--- config.mk ---
export PLATFORM = sky130hd
export DESIGN_NAME = amp_fault_report_regs
export DESIGN_NICKNAME = d
export VERILOG_FILES = /design/src/logic/amp_fault_pkg.sv /design/src/logic/amp_fault_report_regs.sv
export SDC_FILE = /design/constraint.sdc
export NUM_CORES = 1
export LEC_CHECK = 0
export ABC_CLOCK_PERIOD_IN_PS = 1500
export BUFFER_PORTS_ARGS = -buffer_cell sky130_fd_sc_hd__buf_4
export CAP_MARGIN = 20
export CORE_MARGIN = 4
export CORE_UTILIZATION = 40
export DETAILED_ROUTE_END_ITERATION = 10
export PLACE_DENSITY = 0.64
export SETUP_SLACK_MARGIN = 0.3
export SYNTH_ARGS = -nofsm -noshare
export SYNTH_HDL_FRONTEND = slang
export SYNTH_SLANG_ARGS = --single-unit
--- constraint.sdc ---
create_clock -name core_clk -period 1.5 [get_ports core_clk]
set_clock_uncertainty 0.05 [all_clocks]
set_input_delay 0.3 -clock core_clk [delete_from_list [all_inputs] [get_ports core_clk]]
set_output_delay 0.3 -clock core_clk [all_outputs]
set_load 0.02 [all_outputs]
--- src/logic/amp_fault_pkg.sv ---
// package: register map, field positions and carrier types of the fault report block
package amp_fault_pkg;
  // register indices; byte address is four times the index
  localparam logic [7:0] IDX_GLOBAL_THERMAL = 8'h72;
  localparam logic [7:0] IDX_TEMP_WARNING   = 8'h73;
  localparam logic [7:0] IDX_REPORT_MASK    = 8'h74;
  localparam logic [7:0] IDX_LATCH_CONTROL  = 8'h75;
  localparam logic [7:0] IDX_MISC_CONTROL   = 8'h76;
  localparam logic [7:0] IDX_FAULT_CLEAR    = 8'h78;
  localparam logic [7:0] IDX_CHAN_FAULT     = 8'h70;
  localparam logic [7:0] IDX_GLOBAL_SUPPLY  = 8'h71;
  localparam logic [7:0] IDX_IRQ_STATUS     = 8'h7c;
  localparam logic [7:0] IDX_IRQ_MASK       = 8'h7d;
  // reset values
  localparam logic [7:0] RST_REPORT_MASK    = 8'h00;
  localparam logic [7:0] RST_LATCH_CONTROL  = 8'hf8;
  localparam logic [7:0] RST_MISC_CONTROL   = 8'h00;
  localparam logic [7:0] RST_IRQ_MASK       = 8'h00;
  // report mask bits
  localparam int MSK_SHUTDOWN    = 7;
  localparam int MSK_CORE_LOW    = 6;
  localparam int MSK_CORE_HIGH   = 5;
  localparam int MSK_CLOCK       = 4;
  localparam int MSK_POWER_LOW   = 3;
  localparam int MSK_POWER_HIGH  = 2;
  localparam int MSK_DC          = 1;
  localparam int MSK_OC          = 0;
  // latch control bits
  localparam int LAT_CLOCK       = 5;
  localparam int LAT_SHUTDOWN    = 4;
  localparam int LAT_WARNING     = 3;
  localparam int LAT_WARN_MASK   = 2;
  localparam logic [7:0] LAT_WRITABLE = 8'hfc;
  // misc control bits
  localparam int MISC_CLK_HOLD   = 7;
  localparam int MISC_AUTO_REC   = 4;
  // status bit positions
  localparam int POS_SHUTDOWN    = 0;
  localparam int POS_WARNING     = 2;
  localparam int POS_CLEAR       = 7;
  localparam int POS_CLK_FAULT   = 2;
  localparam int POS_PVDD_OV     = 1;
  localparam int POS_PVDD_UV     = 0;
  // interrupt status bit positions
  localparam int IRQ_SHUTDOWN    = 0;
  localparam int IRQ_WARNING     = 1;
  localparam int IRQ_CLOCK       = 2;
  localparam int IRQ_SUPPLY      = 3;
  localparam int IRQ_CHANNEL     = 4;
  localparam int IRQ_BITS        = 5;

  // raw fault detector levels from the analog side
  typedef struct packed {
    logic       shutdown;   // die temperature at shutdown point
    logic       warning;    // die temperature at 135 C warning point
    logic       clock;      // clock detector fault
    logic       core_low;
    logic       core_high;
    logic       power_low;
    logic       power_high;
    logic [1:0] dc;         // [1] left, [0] right
    logic [1:0] oc;         // [1] left, [0] right
  } fault_in_t;

  // apb request carried as one group
  typedef struct packed {
    logic        psel;
    logic        penable;
    logic        pwrite;
    logic [11:0] paddr;
    logic [31:0] pwdata;
  } apb_req_t;
endpackage : amp_fault_pkg

--- src/logic/amp_fault_report_regs.sv ---
// fault status, report mask, latch, recovery and clear registers behind an apb slave
//
// Register access over APB is this design's own decision.
`timescale 1ns/10ps
module amp_fault_report_regs (
  input  wire logic                    core_clk,
  input  wire logic                    rstn,
  input  wire amp_fault_pkg::apb_req_t apb_req,
  output logic                         pready,
  output logic [31:0]                  prdata,
  output logic                         pslverr,
  input  wire amp_fault_pkg::fault_in_t fault_in,
  output logic                         fault_report,
  output logic                         shutdown_active,
  output logic                         irq
);

  typedef struct packed {
    logic [7:0]                  report_mask_r;
    logic [7:0]                  latch_control_r;
    logic [7:0]                  misc_control_r;
    logic                        shutdown_r;
    logic                        warning_r;
    logic                        clock_r;
    logic                        clk_detect_r;
    logic [1:0]                  dc_r;
    logic [1:0]                  oc_r;
    logic                        power_low_r;
    logic                        power_high_r;
    logic                        off_r;
    logic [amp_fault_pkg::IRQ_BITS-1:0] irq_status_r;
    logic [amp_fault_pkg::IRQ_BITS-1:0] irq_mask_r;
    logic [31:0]                 prdata_r;
    logic                        slverr_r;
    logic                        report_r;
  } state_t;

  state_t st_r;
  state_t st_nxt;

  // how the block behaves, for whoever maintains it next
  //
  // bus side
  // - the slave never stalls: pready is a constant one
  // - a write lands at the edge that closes the access cycle
  // - read data is registered at that same edge
  // - so prdata is valid in the cycle after the access
  // - this lag trades strict bus timing for a flopped output
  // - a master that samples prdata at the access edge sees old data
  // - only the low byte of each word carries a register
  // - the upper 24 bits of read data are always zero
  // - a misaligned or unknown address answers with pslverr
  // - pslverr stands for one cycle only, after the access
  // - a refused write changes nothing at all
  // - a refused read returns zero in the low byte
  // - prdata keeps its last value until the next read
  //
  // register map, by word index
  // - 0x70 channel faults: dc left/right, oc left/right
  // - 0x71 supply faults: clock, power high, power low
  // - 0x72 thermal shutdown status, bit 0 only
  // - 0x73 thermal warning status, bit 2 only
  // - 0x74 report mask, one bit per fault kind
  // - 0x75 latch control, plus the warning report mask
  // - 0x76 misc control: clock detect hold, auto recovery
  // - 0x78 fault clear command, write only
  // - 0x7c interrupt status, write one to clear
  // - 0x7d interrupt mask
  //
  // status bits
  // - a latched bit is set by its cause and held afterwards
  // - an unlatched bit simply follows its cause
  // - the clear command drops held bits at the next edge; they stay low until a cause returns
  // - a cause still present at the clear sets the bit again
  // - so a clear can never hide a live fault
  // - power high and power low faults are never held; they are live levels
  // - channel dc and oc faults are always held until clear
  // - there is no latch enable for the channel faults
  //
  // latch control
  // - bits 5, 4, 3 pick which causes are held
  // - they reset to one, so faults are held by default
  // - bit 2 masks the warning in the external report
  // - bits 7-6 are writable and reset to ones
  // - bits 1-0 are kept at zero whatever is written
  // - turning a latch off does not drop a held bit at once
  // - the held bit falls at the next edge if its cause is gone
  //
  // clock detect hold
  // - with misc bit 7 low, the detect status is live
  // - with it high, the status holds until the clear command
  // - this status is internal; it feeds nothing on the ports
  // - it is kept so that a later read path can reach it
  //
  // power stage off flag
  // - set whenever the shutdown cause is present
  // - with auto recovery on it falls when the die cools
  // - with auto recovery off only the clear command lowers it
  // - a clear while the cause persists leaves it set
  // - auto recovery does not touch the shutdown status bit
  // - software still sees the event in the status register
  //
  // external report
  // - one flopped level, one cycle behind its causes
  // - a fault counts if live or held, unless masked
  // - masks act on the report only, never on a status bit
  // - unmasking a held fault raises the report next cycle
  // - masking a live fault drops the report next cycle
  // - all masks reset to zero, so every fault reports
  //
  // interrupt
  // - five sticky event bits, one per fault group
  // - an event is any cycle in which its cause is present
  // - a level cause sets the bit again every cycle
  // - so a write-one clear only sticks once the cause is gone
  // - the event wins over a clear in the same cycle
  // - irq is the or of status anded with mask, no extra flop
  // - the mask resets to zero, so irq is quiet at start
  //
  // clear command
  // - writing one to bit 7 of the clear word fires it
  // - the command is a one-cycle pulse, never stored
  // - the clear word therefore always reads back zero
  // - writing zero to bit 7 does nothing
  // - the other bits of the clear word are ignored
  //
  // reset
  // - asynchronous, active low, whole state at once
  // - every status bit and flag starts clear
  // - control registers start at their documented values
  // - the first bus access may come at the first edge after
  //
  // inputs
  // - fault causes are levels, already synchronous here
  // - no filtering is done; a one-cycle glitch is a fault
  // - the analog side is trusted to debounce its detectors
  //
  // limitations
  // - no wait states, so a slow read path cannot be added
  // - only one clock; all timing is counted in its cycles
  // - overvoltage and undervoltage of the core supply
  //   reach the report and the interrupt but no status word
  // - byte lanes are not honoured; the whole byte is written
  //
  // structure
  // - the whole state sits in one packed struct
  // - one always_comb builds its next value
  // - one always_ff registers it
  // - this keeps every register on one reset path

  // word index from a byte address; misaligned addresses fall outside the map
  function automatic logic [9:0] word_index(input logic [11:0] addr);
    word_index = addr[11:2];
  endfunction : word_index

  function automatic logic hits(input logic [11:0] addr, input logic [7:0] idx);
    hits = (word_index(addr) == {2'b00, idx}) && (addr[1:0] == 2'b00);
  endfunction : hits

  localparam int IRQ_W = amp_fault_pkg::IRQ_BITS;
  logic       access;
  logic       wr;
  logic       rd;
  logic       clear_cmd;
  logic [7:0] wbyte;
  logic [IRQ_W-1:0] irq_events;
  logic [IRQ_W-1:0] irq_wclear;
  logic       mapped;

  // zero wait states: every access completes in its first access cycle
  assign pready  = 1'b1;
  assign access  = apb_req.psel && apb_req.penable;
  assign wr      = access && apb_req.pwrite;
  assign rd      = access && !apb_req.pwrite;
  assign wbyte   = apb_req.pwdata[7:0];
  assign prdata  = st_r.prdata_r;
  assign pslverr = st_r.slverr_r;
  assign fault_report    = st_r.report_r;
  assign shutdown_active = st_r.off_r;
  // level interrupt: any unmasked sticky event
  assign irq = |(st_r.irq_status_r & st_r.irq_mask_r);

  assign mapped = hits(apb_req.paddr, amp_fault_pkg::IDX_CHAN_FAULT)
               || hits(apb_req.paddr, amp_fault_pkg::IDX_GLOBAL_SUPPLY)
               || hits(apb_req.paddr, amp_fault_pkg::IDX_GLOBAL_THERMAL)
               || hits(apb_req.paddr, amp_fault_pkg::IDX_TEMP_WARNING)
               || hits(apb_req.paddr, amp_fault_pkg::IDX_REPORT_MASK)
               || hits(apb_req.paddr, amp_fault_pkg::IDX_LATCH_CONTROL)
               || hits(apb_req.paddr, amp_fault_pkg::IDX_MISC_CONTROL)
               || hits(apb_req.paddr, amp_fault_pkg::IDX_FAULT_CLEAR)
               || hits(apb_req.paddr, amp_fault_pkg::IDX_IRQ_STATUS)
               || hits(apb_req.paddr, amp_fault_pkg::IDX_IRQ_MASK);

  // self-clearing pulse: never stored, so the register reads zero
  assign clear_cmd = wr && hits(apb_req.paddr, amp_fault_pkg::IDX_FAULT_CLEAR)
                     && wbyte[amp_fault_pkg::POS_CLEAR];

  assign irq_wclear = (wr && hits(apb_req.paddr, amp_fault_pkg::IDX_IRQ_STATUS))
                      ? wbyte[IRQ_W-1:0] : '0;

  // next state of the whole block
  always_comb begin
    logic       hold_clk;
    logic       hold_sd;
    logic       hold_warn;
    logic       live_clk;
    logic       any_fault;
    logic [7:0] rbyte;
    hold_clk  = 1'b0;
    hold_sd   = 1'b0;
    hold_warn = 1'b0;
    live_clk  = 1'b0;
    any_fault = 1'b0;
    rbyte     = 8'h00;
    st_nxt    = st_r;

    hold_clk  = st_r.latch_control_r[amp_fault_pkg::LAT_CLOCK];
    hold_sd   = st_r.latch_control_r[amp_fault_pkg::LAT_SHUTDOWN];
    hold_warn = st_r.latch_control_r[amp_fault_pkg::LAT_WARNING];

    // latched bits keep their value until clear; unlatched follow the cause
    // a cause still present during the clear sets the bit again at once
    st_nxt.shutdown_r = fault_in.shutdown
                        || (hold_sd && st_r.shutdown_r && !clear_cmd);
    st_nxt.warning_r  = fault_in.warning
                        || (hold_warn && st_r.warning_r && !clear_cmd);
    st_nxt.clock_r    = fault_in.clock
                        || (hold_clk && st_r.clock_r && !clear_cmd);
    // detection status either follows the detector or holds until clear
    live_clk = fault_in.clock;
    st_nxt.clk_detect_r = st_r.misc_control_r[amp_fault_pkg::MISC_CLK_HOLD]
                          ? (live_clk || (st_r.clk_detect_r && !clear_cmd))
                          : live_clk;
    // per-channel analog faults held until the clear command
    st_nxt.dc_r = fault_in.dc | (clear_cmd ? 2'b00 : st_r.dc_r);
    st_nxt.oc_r = fault_in.oc | (clear_cmd ? 2'b00 : st_r.oc_r);
    st_nxt.power_low_r  = fault_in.power_low;
    st_nxt.power_high_r = fault_in.power_high;

    // power stage off: with auto recovery it leaves when the die cools,
    // without it only the clear command brings it back
    if (fault_in.shutdown) begin
      st_nxt.off_r = 1'b1;
    end else if (st_r.misc_control_r[amp_fault_pkg::MISC_AUTO_REC] || clear_cmd) begin
      st_nxt.off_r = 1'b0;
    end

    // external report: masks gate reporting only, never the status bits
    any_fault =
        ((st_r.shutdown_r || fault_in.shutdown)
          && !st_r.report_mask_r[amp_fault_pkg::MSK_SHUTDOWN])
     || (fault_in.core_low  && !st_r.report_mask_r[amp_fault_pkg::MSK_CORE_LOW])
     || (fault_in.core_high && !st_r.report_mask_r[amp_fault_pkg::MSK_CORE_HIGH])
     || ((st_r.clock_r || fault_in.clock)
          && !st_r.report_mask_r[amp_fault_pkg::MSK_CLOCK])
     || (fault_in.power_low  && !st_r.report_mask_r[amp_fault_pkg::MSK_POWER_LOW])
     || (fault_in.power_high && !st_r.report_mask_r[amp_fault_pkg::MSK_POWER_HIGH])
     || ((|(st_r.dc_r | fault_in.dc)) && !st_r.report_mask_r[amp_fault_pkg::MSK_DC])
     || ((|(st_r.oc_r | fault_in.oc)) && !st_r.report_mask_r[amp_fault_pkg::MSK_OC])
     || ((st_r.warning_r || fault_in.warning)
          && !st_r.latch_control_r[amp_fault_pkg::LAT_WARN_MASK]);
    st_nxt.report_r = any_fault;

    // sticky interrupt events; a new event wins over a write-one clear
    irq_events[amp_fault_pkg::IRQ_SHUTDOWN] = fault_in.shutdown;
    irq_events[amp_fault_pkg::IRQ_WARNING]  = fault_in.warning;
    irq_events[amp_fault_pkg::IRQ_CLOCK]    = fault_in.clock;
    irq_events[amp_fault_pkg::IRQ_SUPPLY]   = fault_in.power_low || fault_in.power_high
                                              || fault_in.core_low || fault_in.core_high;
    irq_events[amp_fault_pkg::IRQ_CHANNEL]  = |(fault_in.dc | fault_in.oc);
    st_nxt.irq_status_r = (st_r.irq_status_r & ~irq_wclear) | irq_events;

    // register writes
    if (wr) begin
      if (hits(apb_req.paddr, amp_fault_pkg::IDX_REPORT_MASK)) begin
        st_nxt.report_mask_r = wbyte;
      end
      if (hits(apb_req.paddr, amp_fault_pkg::IDX_LATCH_CONTROL)) begin
        // reserved 1-0 stay zero; reserved 7-6 are writable
        st_nxt.latch_control_r = wbyte & amp_fault_pkg::LAT_WRITABLE;
      end
      if (hits(apb_req.paddr, amp_fault_pkg::IDX_MISC_CONTROL)) begin
        st_nxt.misc_control_r = wbyte;
      end
      if (hits(apb_req.paddr, amp_fault_pkg::IDX_IRQ_MASK)) begin
        st_nxt.irq_mask_r = wbyte[IRQ_W-1:0];
      end
    end

    // read data captured in the access cycle, valid from the next edge on
    rbyte = 8'h00;
    if (hits(apb_req.paddr, amp_fault_pkg::IDX_CHAN_FAULT)) begin
      rbyte = {4'h0, st_r.dc_r, st_r.oc_r};
    end else if (hits(apb_req.paddr, amp_fault_pkg::IDX_GLOBAL_SUPPLY)) begin
      rbyte[amp_fault_pkg::POS_CLK_FAULT] = st_r.clock_r;
      rbyte[amp_fault_pkg::POS_PVDD_OV]   = st_r.power_high_r;
      rbyte[amp_fault_pkg::POS_PVDD_UV]   = st_r.power_low_r;
    end else if (hits(apb_req.paddr, amp_fault_pkg::IDX_GLOBAL_THERMAL)) begin
      rbyte[amp_fault_pkg::POS_SHUTDOWN] = st_r.shutdown_r;
    end else if (hits(apb_req.paddr, amp_fault_pkg::IDX_TEMP_WARNING)) begin
      rbyte[amp_fault_pkg::POS_WARNING] = st_r.warning_r;
    end else if (hits(apb_req.paddr, amp_fault_pkg::IDX_REPORT_MASK)) begin
      rbyte = st_r.report_mask_r;
    end else if (hits(apb_req.paddr, amp_fault_pkg::IDX_LATCH_CONTROL)) begin
      rbyte = st_r.latch_control_r;
    end else if (hits(apb_req.paddr, amp_fault_pkg::IDX_MISC_CONTROL)) begin
      rbyte = st_r.misc_control_r;
    end else if (hits(apb_req.paddr, amp_fault_pkg::IDX_IRQ_STATUS)) begin
      rbyte = {3'b000, st_r.irq_status_r};
    end else if (hits(apb_req.paddr, amp_fault_pkg::IDX_IRQ_MASK)) begin
      rbyte = {3'b000, st_r.irq_mask_r};
    end
    if (rd) begin
      st_nxt.prdata_r = {24'h000000, rbyte};
    end
    st_nxt.slverr_r = access && !mapped;
  end

  // one register for the whole state
  always_ff @(posedge core_clk or negedge rstn) begin
    if (!rstn) begin
      st_r                 <= '0;
      st_r.report_mask_r   <= amp_fault_pkg::RST_REPORT_MASK;
      st_r.latch_control_r <= amp_fault_pkg::RST_LATCH_CONTROL;
      st_r.misc_control_r  <= amp_fault_pkg::RST_MISC_CONTROL;
      st_r.irq_mask_r      <= amp_fault_pkg::RST_IRQ_MASK[IRQ_W-1:0];
    end else begin
      st_r <= st_nxt;
    end
  end

endmodule : amp_fault_report_regs

==> impl_metrics.yaml <==
run_status:
  status: "finished with violations"
  failed_checks: "negative setup slack"
synth:
  yosysUniqueCellTypes: 57
  synth_edf_count: 0
  yosys.area_share.xor_xnor: 0
  syn_inst: 279
  yosysMostFrequentCell: "dfrtp_1"
  synth_top_family_by_area: "simple AND/OR/NAND/NOR gates"
  synth_warnings: 0
  yosys_register_bits: 52
  synth_compound_area_frac: 0.131
  avgSynthCellArea_sq_um: 10.5
  synth_area_sq_um: 2930
  async_flop_share: 1.00
  synth_top_cell_area_share: 0.402
  yosys.area_share.simple: 0.165
  seq_area_frac_synth: 0.447
  synthMuxAreaShare: 0.140
  synth_commonest_cells: "dfrtp_1, buf_4, nand2_1, mux2_2, nor2_1"
  synthTopCellsByArea: "dfrtp_1, buf_4, mux2_2"
  synth_area_leader_cell: "dfrtp_1"
  synth_ff_type: "dfrtp_1"
  yosys.area_share.adder: 0
die:
  num_rows: 30
  die_width_um: 93.6
  start_util: 0.422
  core-area_sq_um: 6940
  die_h_um: 93.6
  ioPinCount: 97
  dieArea_sq_um: 8750
routing:
  wl_um: 8190
  drt_iter0_drc: 122
  drtAntennaViolNets: 0
  wl_per_cell_um: 17.0
  drc: 0
  first_pass_iters: 4
  viasPerCell: 5.12
  via_count: 2467
sta:
  finalSetupViolations: 36
  rsz0062_at_grt: "yes"
  layout_worst_path_cycle_share: 1.12
  min_period_ns: 1.68
  setup_ws_ns: -0.177
  maxSlewViolCount: 0
  hold_viol_final: 0
  fmax_ghz: 0.596
setup_path:
  worstSetupEndpointType: "flip-flop"
  crit_required_ns: 1.65
  worst_r2r_path_depth: 5
  reg2reg_from: "st_r[41]"
  cp-startpoint: "apb_req[33]"
  cpMaxStageDelayCell: "or4_4"
  rr_endpoint: "prdata[2]"
  path_max_fanout: 6
  cp.arrival_ns: 1.82
  path_class: "input port to flip-flop"
  crit_chain: "buf_6 > or2_4 > or2_4 > or4_4 > mux2_4"
  crit_path_start_kind: "input port"
  rrSetupSlack_ns: -0.06
  crit_top_cell: "or2_4"
  cp_slowest_stage_delay_ns: 0.61
grt:
  met2_usage: 0.313
  grt_util_met3: 0.0257
  overflow: 0
  grt_pass1_vias: 2482
  antenna_found_initial: 0
  grt_use_met1: 0.271
  grt_pass1_wl_um: 13000
  grtUsageTotal: 0.193
  grt_max_degree: 53
  grt-busiest-layer: "met2"
worst_hold_path:
  whs_path_depth: 1
  min_to: "st_r[46]"
  worstHoldPathType: "input port to flip-flop"
  hp-start: "fault_in[5]"
place:
  pre_cts_slack_ns: -0.564
  globalplace.congestion: 0.884
  numPortBuffers: 47
  post-dp-hpwl_um: 6260
power_and_ir_drop:
  p_int_w: 0.00208
  p_seq_frac: 0.505
  pwr-share-comb: 0.195
  p_sw_frac: 0.279
  power_density_nw_per_um2: 671
  power_switching_w: 0.000802
  ir_drop_mv: 0.292
  pwr-share-clk: 0.300
  leakage_nw: 1.98
layout:
  drive_above_1_share: 0.547
  final_core_util: 0.618
  area_delta_synth_final_pct: 46.7
  n_antenna_cell: 0
  final_net_count: 445
clock_network:
  htreeDepth: 2
  clock_sinks: 52
  clk_path_buf_depth: 2
  cts_tree: "built"
  clk_pin_slew_ns: 0.10
  clk_latency_ns: 0.31
  cts_made_buffers: 5
  root_buffer: "clkbuf_8"
run:
  maxCapViolCount: 0
-- power groups by stage --
stage / clock, W / sequential, W / combinational [W]
after detailed placement: 0 / 0.00148 / 0.000479
after global placement: 0 / 0.00148 / 0.000477
after CTS: 0.000885 / 0.00145 / 0.000544
final: 0.000864 / 0.00145 / 0.000563
after global routing: 0.000954 / 0.00146 / 0.000606
after floorplan: 0 / 0.00147 / 0.000297
-- flip-flops by register name, indices dropped and copies added (netlist names) --
name	cells
fault_report	1
prdata	8
pslverr	1
shutdown_active	1
st_r	41
-- cells in the final DEF, fill, tap and decap left out, drive strengths merged, types with 3 or more instances in the layout --
master | synthesis | final
dfrtp | 47 | 47
nor2b | 3 | 3
or2 | 3 | 3
or4 | 6 | 6
a21o | 9 | 9
nand2 | 20 | 20
inv | 9 | 10
a31oi | 3 | 3
nand2b | 5 | 5
o21ai | 5 | 5
mux2i | 6 | 6
dfstp | 5 | 5
clkbuf | 8 | 6
nand3b | 3 | 3
buf | 37 | 120
nor2 | 15 | 15
o31ai | 3 | 3
a31o | 4 | 4
a21oi | 9 | 9
o22ai | 4 | 4
mux2 | 27 | 27
nor4 | 7 | 7
conb | 2 | 25
nor3 | 6 | 6
nand3 | 4 | 4
-- repair_timing --
action	4_1_cts	5_1_grt
setup buffers	12	3
hold buffers	1	0
hold endpoints to repair	47	0
gates resized for setup	56	22
pin swaps	18	6
setup endpoints to repair	59	62
-- per-stage QoR --
step	instances	area, sq um	hold WS (ns)	setup TNS (ns)	total power (W)
floorplan	302	3190	-0.0456	-14.94	0.00177
global placement	458	3760	0.249	-21.77	0.00195
detailed placement	458	3760	0.250	-22.03	0.00196
CTS	479	4180	0.0478	-3.87	0.00288
global route	482	4290	0.0398	-4.78	0.00302
finish	482	4290	0.0539	-3.89	0.00288
-- cell families after synthesis --
kind of cell    count (synthesis)
mux                            34
compound gates                 54
flops                          52
buf+inv                        54
simple gates                   83
other cells                     2
-- critical path, delay by kind of cell --
family,cells,cell delay (ns)
and+or+nand+nor,3,1.11
muxes,1,0.33
buffers and inverters,1,0.09
-- per-layer routing --
| metal | vias to the layer above | part of all wire | routed length (um) |
|---|---|---|---|
| li1 | 1173 | - | - |
| met4 | 0 | 0.019 | 154 |
| met1 | 1214 | 0.44 | 3620 |
| met5 | - | 0 | 0 |
| met3 | 11 | 0.050 | 407 |
| met2 | 69 | 0.49 | 4000 |
-- cell type report --
cell class / instances / area [sq um]
Multi-Input combinational cell: 196 / 1690
Timing Repair Buffer: 121 / 1050
Tap cell: 96 / 120
Inverter: 9 / 33.8
Clock buffer: 6 / 82.6
Sequential cell: 52 / 1310
Clock inverter: 2 / 13.8
Fill cell: 584 / 2650
-- worst max path at each step --
stage,to,cells past startpoint,slack (ns)
finish,st_r[65],5,-0.18
detailed placement,st_r[65],5,-0.56
CTS,st_r[74],6,-0.16
global placement,st_r[65],5,-0.55
global route,irq,3,-0.25
floorplan,st_r[65],6,-0.50
Note: power is estimated with default switching activity, not from simulation.
